$ cat src/pkg/fault_summary_pkg.sv
// Notes on behaviour
// RULE_01 - fault summary at offset 4, resets to 0347
// RULE_02 - bit 15 flags wire heating fault
// RULE_03 - latch mode holds channel bits until detail read
// RULE_04 - bit 14 flags low power fault exit
// RULE_05 - bit 13 flags channel thermal shutdown
// RULE_06 - bit 12 flags overcurrent turn-off
// RULE_07 - bit 11 flags off-state short to battery
// RULE_08 - bit 10 flags open load on/off
// RULE_09 - bit 9 flags any supply undervoltage, resets 1
// RULE_10 - bit 8 is OR of bits 7..0; latch mode holds it until a global or summary read
// RULE_11 - bit 7 fallback mode, write one clears
// RULE_12 - bit 6 set by power-on, read clears
// RULE_13 - bit 4 flags serial frame errors
// RULE_14 - bit 3 flags serial watchdog timeout
// RULE_15 - bits 4,3 always latched, clear after read
// RULE_16 - bit 2 core lockout, read clears, resets 1
// RULE_17 - bit 1 battery warning, read clears, resets 1
// RULE_18 - bit 0 battery undervoltage, read clears, resets 1
// RULE_19 - bit 5 reserved, reads zero
// RULE_20 - serial error mask blocks bit 4
// RULE_21 - watchdog mask blocks bit 3
// RULE_22 - without latching, bits follow live condition; bits 7, 4 and 3 still hold until cleared and bit 6 until a read
// RULE_23 - read with fault present keeps bit set
package fault_summary_pkg;
    localparam logic [7:0] FAULT_SUMMARY_ADDR = 8'h04;
    localparam logic [15:0] FAULT_SUMMARY_RESET = 16'h0347;
    localparam int BIT_WIRE_HEAT = 15;
    localparam int BIT_LPM_EXIT = 14;
    localparam int BIT_THERMAL = 13;
    localparam int BIT_OVERCURRENT = 12;
    localparam int BIT_SHORT_BAT = 11;
    localparam int BIT_OPEN_LOAD = 10;
    localparam int BIT_SUPPLY = 9;
    localparam int BIT_GLOBAL = 8;
    localparam int BIT_FALLBACK = 7;
    localparam int BIT_POR = 6;
    localparam int BIT_SERIAL_ERR = 4;
    localparam int BIT_WATCHDOG = 3;
    localparam int BIT_CORE_UV = 2;
    localparam int BIT_BAT_WARN = 1;
    localparam int BIT_BAT_UV = 0;
    localparam int NUM_CHAN_BITS = 7;
    localparam int NUM_GLOBAL_BITS = 6;

    // live conditions from the detection circuits
    typedef struct packed {
        logic wire_heat;
        logic lpm_exit;
        logic thermal;
        logic overcurrent;
        logic short_bat;
        logic open_load;
        logic internal_uv;
    } chan_cond_t;

    typedef struct packed {
        logic core_uv;
        logic bat_warn;
        logic bat_uv;
        logic serial_err;
        logic watchdog_to;
        logic fallback;
    } glob_cond_t;

    // register access strobes, one cycle each
    typedef struct packed {
        logic summary_rd;
        logic summary_wr;
        logic [15:0] wdata;
        logic chan_detail_rd;
        logic global_rd;
    } reg_access_t;
endpackage

$ cat src/rtl/fault_flag_cell.sv
// one status flag: set wins over clear, clear only when condition gone
module fault_flag_cell
    import fault_summary_pkg::*;
#(
    parameter logic RESET_VAL = 1'b0
) (
    input wire logic clk,
    input wire logic sys_rst,
    input wire logic cond,
    input wire logic latch_en,
    input wire logic clear_req,
    output logic flag
);
    logic flag_r;
    logic flag_nxt;

    always_comb begin
        if (!latch_en) begin
            flag_nxt = cond; // see RULE_22
        end else if (cond) begin
            flag_nxt = 1'b1; // see RULE_23
        end else if (clear_req) begin
            flag_nxt = 1'b0; // see RULE_03
        end else begin
            flag_nxt = flag_r;
        end
    end

    always_ff @(posedge clk) begin
        if (sys_rst) begin
            flag_r <= RESET_VAL;
        end else begin
            flag_r <= flag_nxt;
        end
    end

    assign flag = flag_r;

    a_set_wins: assert property (@(posedge clk) disable iff (sys_rst) // see RULE_23
        latch_en && cond |=> flag_r)
        else $error("flag not set while condition present");
endmodule

$ cat src/rtl/fault_summary_status_register.sv
// fault summary word; reads return the value before the read's clearing
module fault_summary_status_register
    import fault_summary_pkg::*;
(
    input wire logic clk,
    input wire logic sys_rst,
    input wire chan_cond_t chan_cond,
    input wire glob_cond_t glob_cond,
    input wire reg_access_t acc,
    input wire logic fault_latch_select,
    input wire logic serial_error_mask,
    input wire logic watchdog_error_mask,
    output logic [15:0] fault_summary_status
);
    logic [NUM_CHAN_BITS-1:0] chan_cond_vec;
    logic [NUM_CHAN_BITS-1:0] chan_flag;
    logic [2:0] sup_flag;
    logic [2:0] sup_cond;
    logic serial_flag_r;
    logic serial_flag_nxt;
    logic wd_flag_r;
    logic wd_flag_nxt;
    logic fallback_r;
    logic fallback_nxt;
    logic por_r;
    logic por_nxt;
    logic global_r;
    logic global_nxt;
    logic [15:0] status_r;
    logic [15:0] status_nxt;
    logic global_clear;
    logic serial_cond;
    logic wd_cond;

    assign chan_cond_vec = {chan_cond.wire_heat, chan_cond.lpm_exit, chan_cond.thermal,
                            chan_cond.overcurrent, chan_cond.short_bat, chan_cond.open_load,
                            chan_cond.internal_uv | glob_cond.core_uv | glob_cond.bat_uv};
    assign sup_cond = {glob_cond.core_uv, glob_cond.bat_warn, glob_cond.bat_uv};
    assign global_clear = acc.global_rd | acc.summary_rd;
    assign serial_cond = glob_cond.serial_err & ~serial_error_mask; // see RULE_20
    assign wd_cond = glob_cond.watchdog_to & ~watchdog_error_mask; // see RULE_21

    // channel bits 15..9 cleared by a channel detail read
    genvar gi;
    generate
        for (gi = 0; gi < NUM_CHAN_BITS; gi++) begin : g_chan
            // reset value must be a constant, so take it straight from the reset word
            fault_flag_cell #(
                .RESET_VAL(FAULT_SUMMARY_RESET[BIT_SUPPLY + gi])
            ) u_cell (
                .clk(clk),
                .sys_rst(sys_rst),
                .cond(chan_cond_vec[gi]), // see RULE_02 RULE_04 RULE_05
                .latch_en(fault_latch_select),
                .clear_req(acc.chan_detail_rd), // see RULE_03
                .flag(chan_flag[gi]) // see RULE_06 RULE_07 RULE_08
            );
            a_chan_shown: assert property (@(posedge clk) disable iff (sys_rst) // see RULE_05
                chan_cond_vec[gi] |-> ##2 status_r[BIT_SUPPLY + gi])
                else $error("channel fault not shown");
        end
        // supply bits 2..0 clear on a global read once the condition is gone
        for (gi = 0; gi < 3; gi++) begin : g_sup
            fault_flag_cell #(.RESET_VAL(FAULT_SUMMARY_RESET[gi])) u_cell ( // see RULE_16
                .clk(clk),
                .sys_rst(sys_rst),
                .cond(sup_cond[gi]),
                .latch_en(fault_latch_select),
                .clear_req(global_clear), // see RULE_17
                .flag(sup_flag[gi])
            );
            a_supply_shown: assert property (@(posedge clk) disable iff (sys_rst) // see RULE_18
                sup_cond[gi] |-> ##2 status_r[gi])
                else $error("supply fault not shown");
        end
    endgenerate

    always_comb begin
        // serial errors latch regardless of the latch select
        serial_flag_nxt = serial_cond | (serial_flag_r & ~acc.summary_rd); // see RULE_15
        wd_flag_nxt = wd_cond | (wd_flag_r & ~acc.summary_rd); // see RULE_14
        // write-one-clear applies in either latch mode, set still wins
        if (glob_cond.fallback) begin
            fallback_nxt = 1'b1; // see RULE_11
        end else if (acc.summary_wr && acc.wdata[BIT_FALLBACK]) begin
            fallback_nxt = 1'b0;
        end else begin
            fallback_nxt = fallback_r;
        end
        // power-on only sets this at reset, so a read always clears it
        por_nxt = por_r & ~acc.summary_rd; // see RULE_12
        global_nxt = fallback_nxt | por_nxt | serial_flag_nxt | wd_flag_nxt
                     | (|sup_cond) | (|sup_flag); // see RULE_10
        if (fault_latch_select && !global_nxt && global_r && !global_clear) begin
            global_nxt = 1'b1;
        end
        status_nxt = 16'h0000;
        status_nxt[15:9] = chan_flag; // see RULE_09
        status_nxt[BIT_GLOBAL] = global_r;
        status_nxt[BIT_FALLBACK] = fallback_r;
        status_nxt[BIT_POR] = por_r;
        status_nxt[BIT_SERIAL_ERR] = serial_flag_r; // see RULE_13
        status_nxt[BIT_WATCHDOG] = wd_flag_r;
        status_nxt[2:0] = sup_flag; // see RULE_18
        // bit 5 stays zero; see RULE_19
    end

    always_ff @(posedge clk) begin
        if (sys_rst) begin
            serial_flag_r <= FAULT_SUMMARY_RESET[BIT_SERIAL_ERR];
            wd_flag_r <= FAULT_SUMMARY_RESET[BIT_WATCHDOG];
            fallback_r <= FAULT_SUMMARY_RESET[BIT_FALLBACK];
            por_r <= FAULT_SUMMARY_RESET[BIT_POR];
            global_r <= FAULT_SUMMARY_RESET[BIT_GLOBAL];
            status_r <= FAULT_SUMMARY_RESET; // see RULE_01
        end else begin
            serial_flag_r <= serial_flag_nxt;
            wd_flag_r <= wd_flag_nxt;
            fallback_r <= fallback_nxt;
            por_r <= por_nxt;
            global_r <= global_nxt;
            status_r <= status_nxt;
        end
    end

    assign fault_summary_status = status_r;

    a_reserved_zero: assert property (@(posedge clk) disable iff (sys_rst) // see RULE_19
        !status_r[5])
        else $error("reserved bit set");
    a_serial_mask: assert property (@(posedge clk) disable iff (sys_rst) // see RULE_20
        serial_error_mask && !serial_flag_r ##1 serial_error_mask |-> !serial_flag_r)
        else $error("masked serial error recorded");
    a_wd_mask: assert property (@(posedge clk) disable iff (sys_rst) // see RULE_21
        watchdog_error_mask && !wd_flag_r ##1 watchdog_error_mask |-> !wd_flag_r)
        else $error("masked watchdog error recorded");
    a_wd_latch: assert property (@(posedge clk) disable iff (sys_rst) // see RULE_15
        wd_flag_r && !acc.summary_rd |=> wd_flag_r)
        else $error("watchdog flag lost without read");
    a_serial_set: assert property (@(posedge clk) disable iff (sys_rst) // see RULE_13
        serial_cond |=> serial_flag_r ##1 status_r[BIT_SERIAL_ERR])
        else $error("serial error not shown");
    a_por_clear: assert property (@(posedge clk) disable iff (sys_rst) // see RULE_12
        acc.summary_rd |=> !por_r ##1 !status_r[BIT_POR])
        else $error("power-on flag not cleared by read");
    a_fallback_live: assert property (@(posedge clk) disable iff (sys_rst) // see RULE_11
        glob_cond.fallback |-> ##2 status_r[BIT_FALLBACK])
        else $error("fallback not shown");
    a_global_or: assert property (@(posedge clk) disable iff (sys_rst) // see RULE_10
        (|status_r[7:0]) |-> status_r[BIT_GLOBAL])
        else $error("global summary low with global flag set");
    a_live_mode: assert property (@(posedge clk) disable iff (sys_rst) // see RULE_22
        !fault_latch_select && !chan_cond.thermal ##1 !fault_latch_select
        |=> !status_r[BIT_THERMAL])
        else $error("thermal bit held without latching");
endmodule

$ cat config.mk
export PLATFORM = sky130hd
export DESIGN_NAME = fault_summary_status_register
export DESIGN_NICKNAME = d
export VERILOG_FILES = /design/src/pkg/fault_summary_pkg.sv /design/src/rtl/fault_flag_cell.sv /design/src/rtl/fault_summary_status_register.sv
export SDC_FILE = /design/constraint.sdc
export NUM_CORES = 1
export LEC_CHECK = 0
export ABC_AREA = 1
export ABC_CLOCK_PERIOD_IN_PS = 1370
export BUFFER_PORTS_ARGS = -buffer_cell sky130_fd_sc_hd__buf_4
export CAP_MARGIN = 20
export CORE_ASPECT_RATIO = 1.5
export CORE_MARGIN = 2
export CORE_UTILIZATION = 45
export CTS_CLUSTER_SIZE = 28
export DETAILED_ROUTE_END_ITERATION = 10
export GPL_TIMING_DRIVEN = 0
export HOLD_SLACK_MARGIN = 0.08
export PLACE_DENSITY = 0.81
export SYNTH_ARGS = -nofsm -noshare
export SYNTH_HDL_FRONTEND = slang
export SYNTH_SLANG_ARGS = --single-unit
$ cat constraint.sdc
create_clock -name clk -period 1.37 [get_ports clk]
set_input_delay 0.274 -clock clk [delete_from_list [all_inputs] [get_ports clk]]
set_output_delay 0.274 -clock clk [all_outputs]
set_load 0.01 [all_outputs]
# ---- Word-level counts from Yosys, hierarchy flattened
# Index checks and enable logic that the tools add are counted.
dict set report classes {
  eq_ne 10
  n_mux 24
  bitwise_logic 18
  n_reduce_logical 9
}
# operator n
set ops {}
lappend ops {{2-to-1 mux 1 bit} 24}
lappend ops {{inequality test 3 bit, second input constant} 6}
lappend ops {{inequality test 3 x 2 -> 1 bit, second input constant} 4}
lappend ops {{OR 1 bit} 10}
lappend ops {{OR reduction 3 bit} 2}
lappend ops {{AND 1 bit} 5}
lappend ops {{logical AND 1 bit} 4}
lappend ops {{NOT 1 bit} 3}
lappend ops {{logical NOT 1 bit} 2}
lappend ops {{OR reduction 2 bit} 1}
dict set report totals {
  register_bits 31
  input_bits 38
  out_inout_bits 16
  word_cells 78
}

# ---- Longest topological paths before layout
dict set report logic_depth {
  depth_word 13
  ltp_mapped 5
  mapped_depth_nobuf 5
}

# ---- By module
# Synthesis repeated with hierarchy kept, for this count alone.
dict set report hier_totals {
  hier_cells 131
  hier_area_um2 1113.6
}
# mod instances cells_each area_each_um2 seq_area_each_um2
set by_module_without_submodules {}
lappend by_module_without_submodules {fault_summary_status_register 1 81 690.7 400.4}
lappend by_module_without_submodules {{fault_flag_cell at g_chan[1].u_cell ...} 6 5 46.3 20.0}
lappend by_module_without_submodules {{fault_flag_cell at g_chan[0].u_cell ...} 4 5 36.3 20.0}

# ---- Worst setup path before layout
# Ideal clock, no wire load.
dict set report synth_timing {
  path_kind {input to register}
  from {input sys_rst}
  to {register status_r[0] (netlist: fault_summary_status[0])}
  setup_time_ns 0.120
  arrival_time_ns 0.705
  required_ns 1.250
  slack_ns 0.545
  stages 3
  n_path_buf 2
  cell_sequence {buf_6 -> buf_8 -> or2_1}
}
# item line_no
set synth_lines {}
lappend synth_lines {{from (decl)} fault_summary_status_register.sv:6} ;# input wire logic sys_rst,
lappend synth_lines {{to (signal assigned)} fault_summary_status_register.sv:122} ;# status_r <= status_nxt;
lappend synth_lines {{to (decl)} fault_summary_status_register.sv:29} ;# logic [15:0] status_r;
# No word-level cell between the ends.

# ---- Worst setup path after layout
dict set report layout_timing {
  from {register status_r[2] (netlist: fault_summary_status[2])}
  to {output fault_summary_status[2]}
}
# item line_no
set layout_lines {}
lappend layout_lines {{to (decl)} fault_summary_status_register.sv:13} ;# output logic [15:0] fault_summary_status
# No word-level cell between the ends.

==> metrics.txt <==
Clock Sinks=30; IO buf count=36; Min Clock Period, post-route=1.06 ns; FMAX=947 MHz; Worst Setup Start Kind=register; Hold/Removal Path Class=in2reg; 1st-iter DRT viols=12; setup violators final=0; Crit path largest cell delay=0.32 ns; WP buf/inv=1; # placed instances=166; Reg2Reg Launch Point=g_sup[1].u_cell.flag$_SDFFE_PP1P_; P&R area growth vs syn=37.9%; CTS H-tree lvls=2; vias in the first global route=828; overflow left after global routing=0; Pleak=0.678 nW; share of cells above drive strength 1=34.2%; Placer Congestion=0.820; cell count after synthesis=108; fill count=183; Synth Register Bits=30; Reg-to-Reg End=global_r$_SDFF_PP1_; slowest cell on the critical path=dfxtp_1; worst path required time=1.10 ns; Post-CTS Setup Bufs=0; Final Hold Fails=0; area of the mapped netlist=990 um^2; Sw Pwr=0.399 mW; Final #Nets=189; Ys Warns=0; Synth Area in Compound Gates=8.85%; most frequent cell after synthesis=dfxtp_1; Worst VDD drop=0.987 mV; Post-CTS Hold Buffers=0; latest clock arrival within the worst-skew pair=0.33 ns; Pre-antenna DRT Iters=4; I/O pin cnt=54; critical path's top delay family=flip-flops; EDFF count, synth=0; Yosys top cell area share=60.7%; CP arrival=0.78 ns; Final period util=77.1%; status=finished clean; Die Height=61.4 um; syn avg cell area=9.16 um^2; syn nets=146; sequential share of the synthesized area=60.7%; Net Sw Frac=22.3%; Final Skew=0.00679 ns; unrepaired setup endpoints after global routing=false; Hold Path Origin=chan_cond[0]; DP HPWL=1480 um; Post-Place Cell Area=0.00129 mm^2; initial antenna violation count=0; gr usage total=17.2%; setup TNS=0 ns; Power Dens Cells=1310 mW/mm^2; DRT antenna net count=0; multi-input logic area=287 um^2; asr flop ratio synth=0%; top cells by count, synth=dfxtp_1 (30), nor2_1 (19), inv_1 (16), nand2_1 (16), a22o_1 (6); Die ar.=0.00260 mm^2; largest fanout on the critical path=1; WS Path Type=reg2out; top_reg_cell synth=dfxtp_1; final instance area=0.00137 mm^2; Clock power frac=38.0%; CTS tree=done; Worst Hold Path Cells=3; standard-cell rows=20; Seq pwr share=51.9%; CP endpoint kind=output pin; Combinational Power Share=10.1%; Post-Synth Simple-Gate Area=19.7%; total power=1.79 mW; Clock Tree Buf Depth=2; post-CTS sizing=0; DR vias=809; Hold EP=g_chan[0].u_cell.flag$_SDFFE_PP1P_; floorplan core area=0.00205 mm^2; Reg2Reg Depth=4; Max-Cap Viols=0; DRC violations left=0; XOR/XNOR share of the synthesized area=0%; Synth cell types=18; Final Max Tran Viols=0; mux cell area share after synthesis=0%; area share of fa/ha/maj cells after synthesis=0%; # diodes=0; global-route wire length before repair=3220 um; R2R Setup Slk=0.56 ns; final core area utilization=66.5%; largest net degree at the start of global routing=11; Storage cell area=601 um^2; combinational family with the most area after synthesis=simple AND/OR/NAND/NOR gates; Clock Tree Root=clkbuf_4; Internal=1.39 mW; top post-synthesis cells by area=dfxtp_1 (61%), nor2_1 (7.2%), inv_1 (6.1%); wirelength, routed=1890 um; final non-filler cell total=174; crit-path cells=buf_4; Die Wd=42.3 um; Clock Pin Slew Worst Setup and Hold Paths=0.10 ns; leading area contributor after synthesis=dfxtp_1; vias per cell=4.65; Initial Utilization=48.2%; CTS Buf Count=5; Routed WL per cell=10.8 um
==> cell type report <==
| class | instances | area share, % |
|---|---|---|
| flip-flops and latches | 30 | 44.0 |
| multi-input cells | 58 | 21.0 |
| repair buffers | 36 | 19.8 |
| inverters | 17 | 5.04 |
| clock inverters | 3 | 2.93 |
| clock buffers | 5 | 2.75 |
| plain buffers | 3 | 2.47 |
| well taps | 22 | 2.02 |
==> worst max path at each step <==
| stage | start | to | slack (ns) | cells after the start |
|---|---|---|---|---|
| after global placement | sys_rst | g_sup[2].u_cell.flag$_SDFFE_PP1P_ | 0.49 | 4 |
| after CTS | fault_summary_status[2]$_SDFF_PP1_ | fault_summary_status[2] | 0.30 | 1 |
| after floorplan | sys_rst | fault_summary_status[0]$_SDFF_PP1_ | 0.54 | 3 |
| final | fault_summary_status[2]$_SDFF_PP1_ | fault_summary_status[2] | 0.31 | 1 |
| after global routing | fault_summary_status[2]$_SDFF_PP1_ | fault_summary_status[2] | 0.28 | 1 |
| after detailed placement | sys_rst | g_sup[2].u_cell.flag$_SDFFE_PP1P_ | 0.47 | 4 |
==> placed cells by master (no fill, tap or decap), drive strengths merged <==
cell	netlist	routed
buf	3	39
dfxtp	30	30
nor2	20	20
inv	17	17
nand2	17	17
a22o	6	6
clkbuf	0	5
or2	5	5
a21oi	3	3
nand3	3	3
a31oi	2	2
clkinv	0	2
o31ai	1	1
conb	1	1
bufinv	0	1
==> power by group through the flow <==
stage	logic (mW)	clock network (mW)	registers, mW
2_1_floorplan	0.0805	0	0.955
3_3_place_gp	0.177	0	0.947
3_5_place_dp	0.183	0	0.949
4_1_cts	0.184	0.696	0.929
5_1_grt	0.202	0.739	0.933
6_report	0.180	0.681	0.928
==> flip-flops by register name, summed over array words and instances, names as in the netlist <==
name and flops:
global_r 1, g_chan.u_cell.flag 7, serial_flag_r 1, wd_flag_r 1
g_sup.u_cell.flag 3, por_r 1, fallback_r 1, fault_summary_status 15
==> per-layer routing <==
| layer | vias up | routed length (um) | GRT usage, % |
|---|---|---|---|
| met5 | - | 0 | 0 |
| met1 | 358 | 668 | 14.2 |
| met2 | 27 | 1020 | 32.3 |
| met4 | 0 | 44 | 10.7 |
| li1 | 417 | - | - |
| met3 | 7 | 152 | 8.80 |
==> cells by family after synthesis <==
kind of cell,Yosys count
AOI/OAI and AO/OA,12
buffers and inverters,20
DFF,30
other,1
and+or+nand+nor,45
==> through the flow <==
step,setup slack [ns],hold slack (ns)
after floorplan,0.545,0.363
after global placement,0.485,0.407
after detailed placement,0.467,0.412
after CTS,0.303,0.123
after global routing,0.282,0.126
final,0.314,0.132
Note: power is estimated with default switching activity, not from simulation.
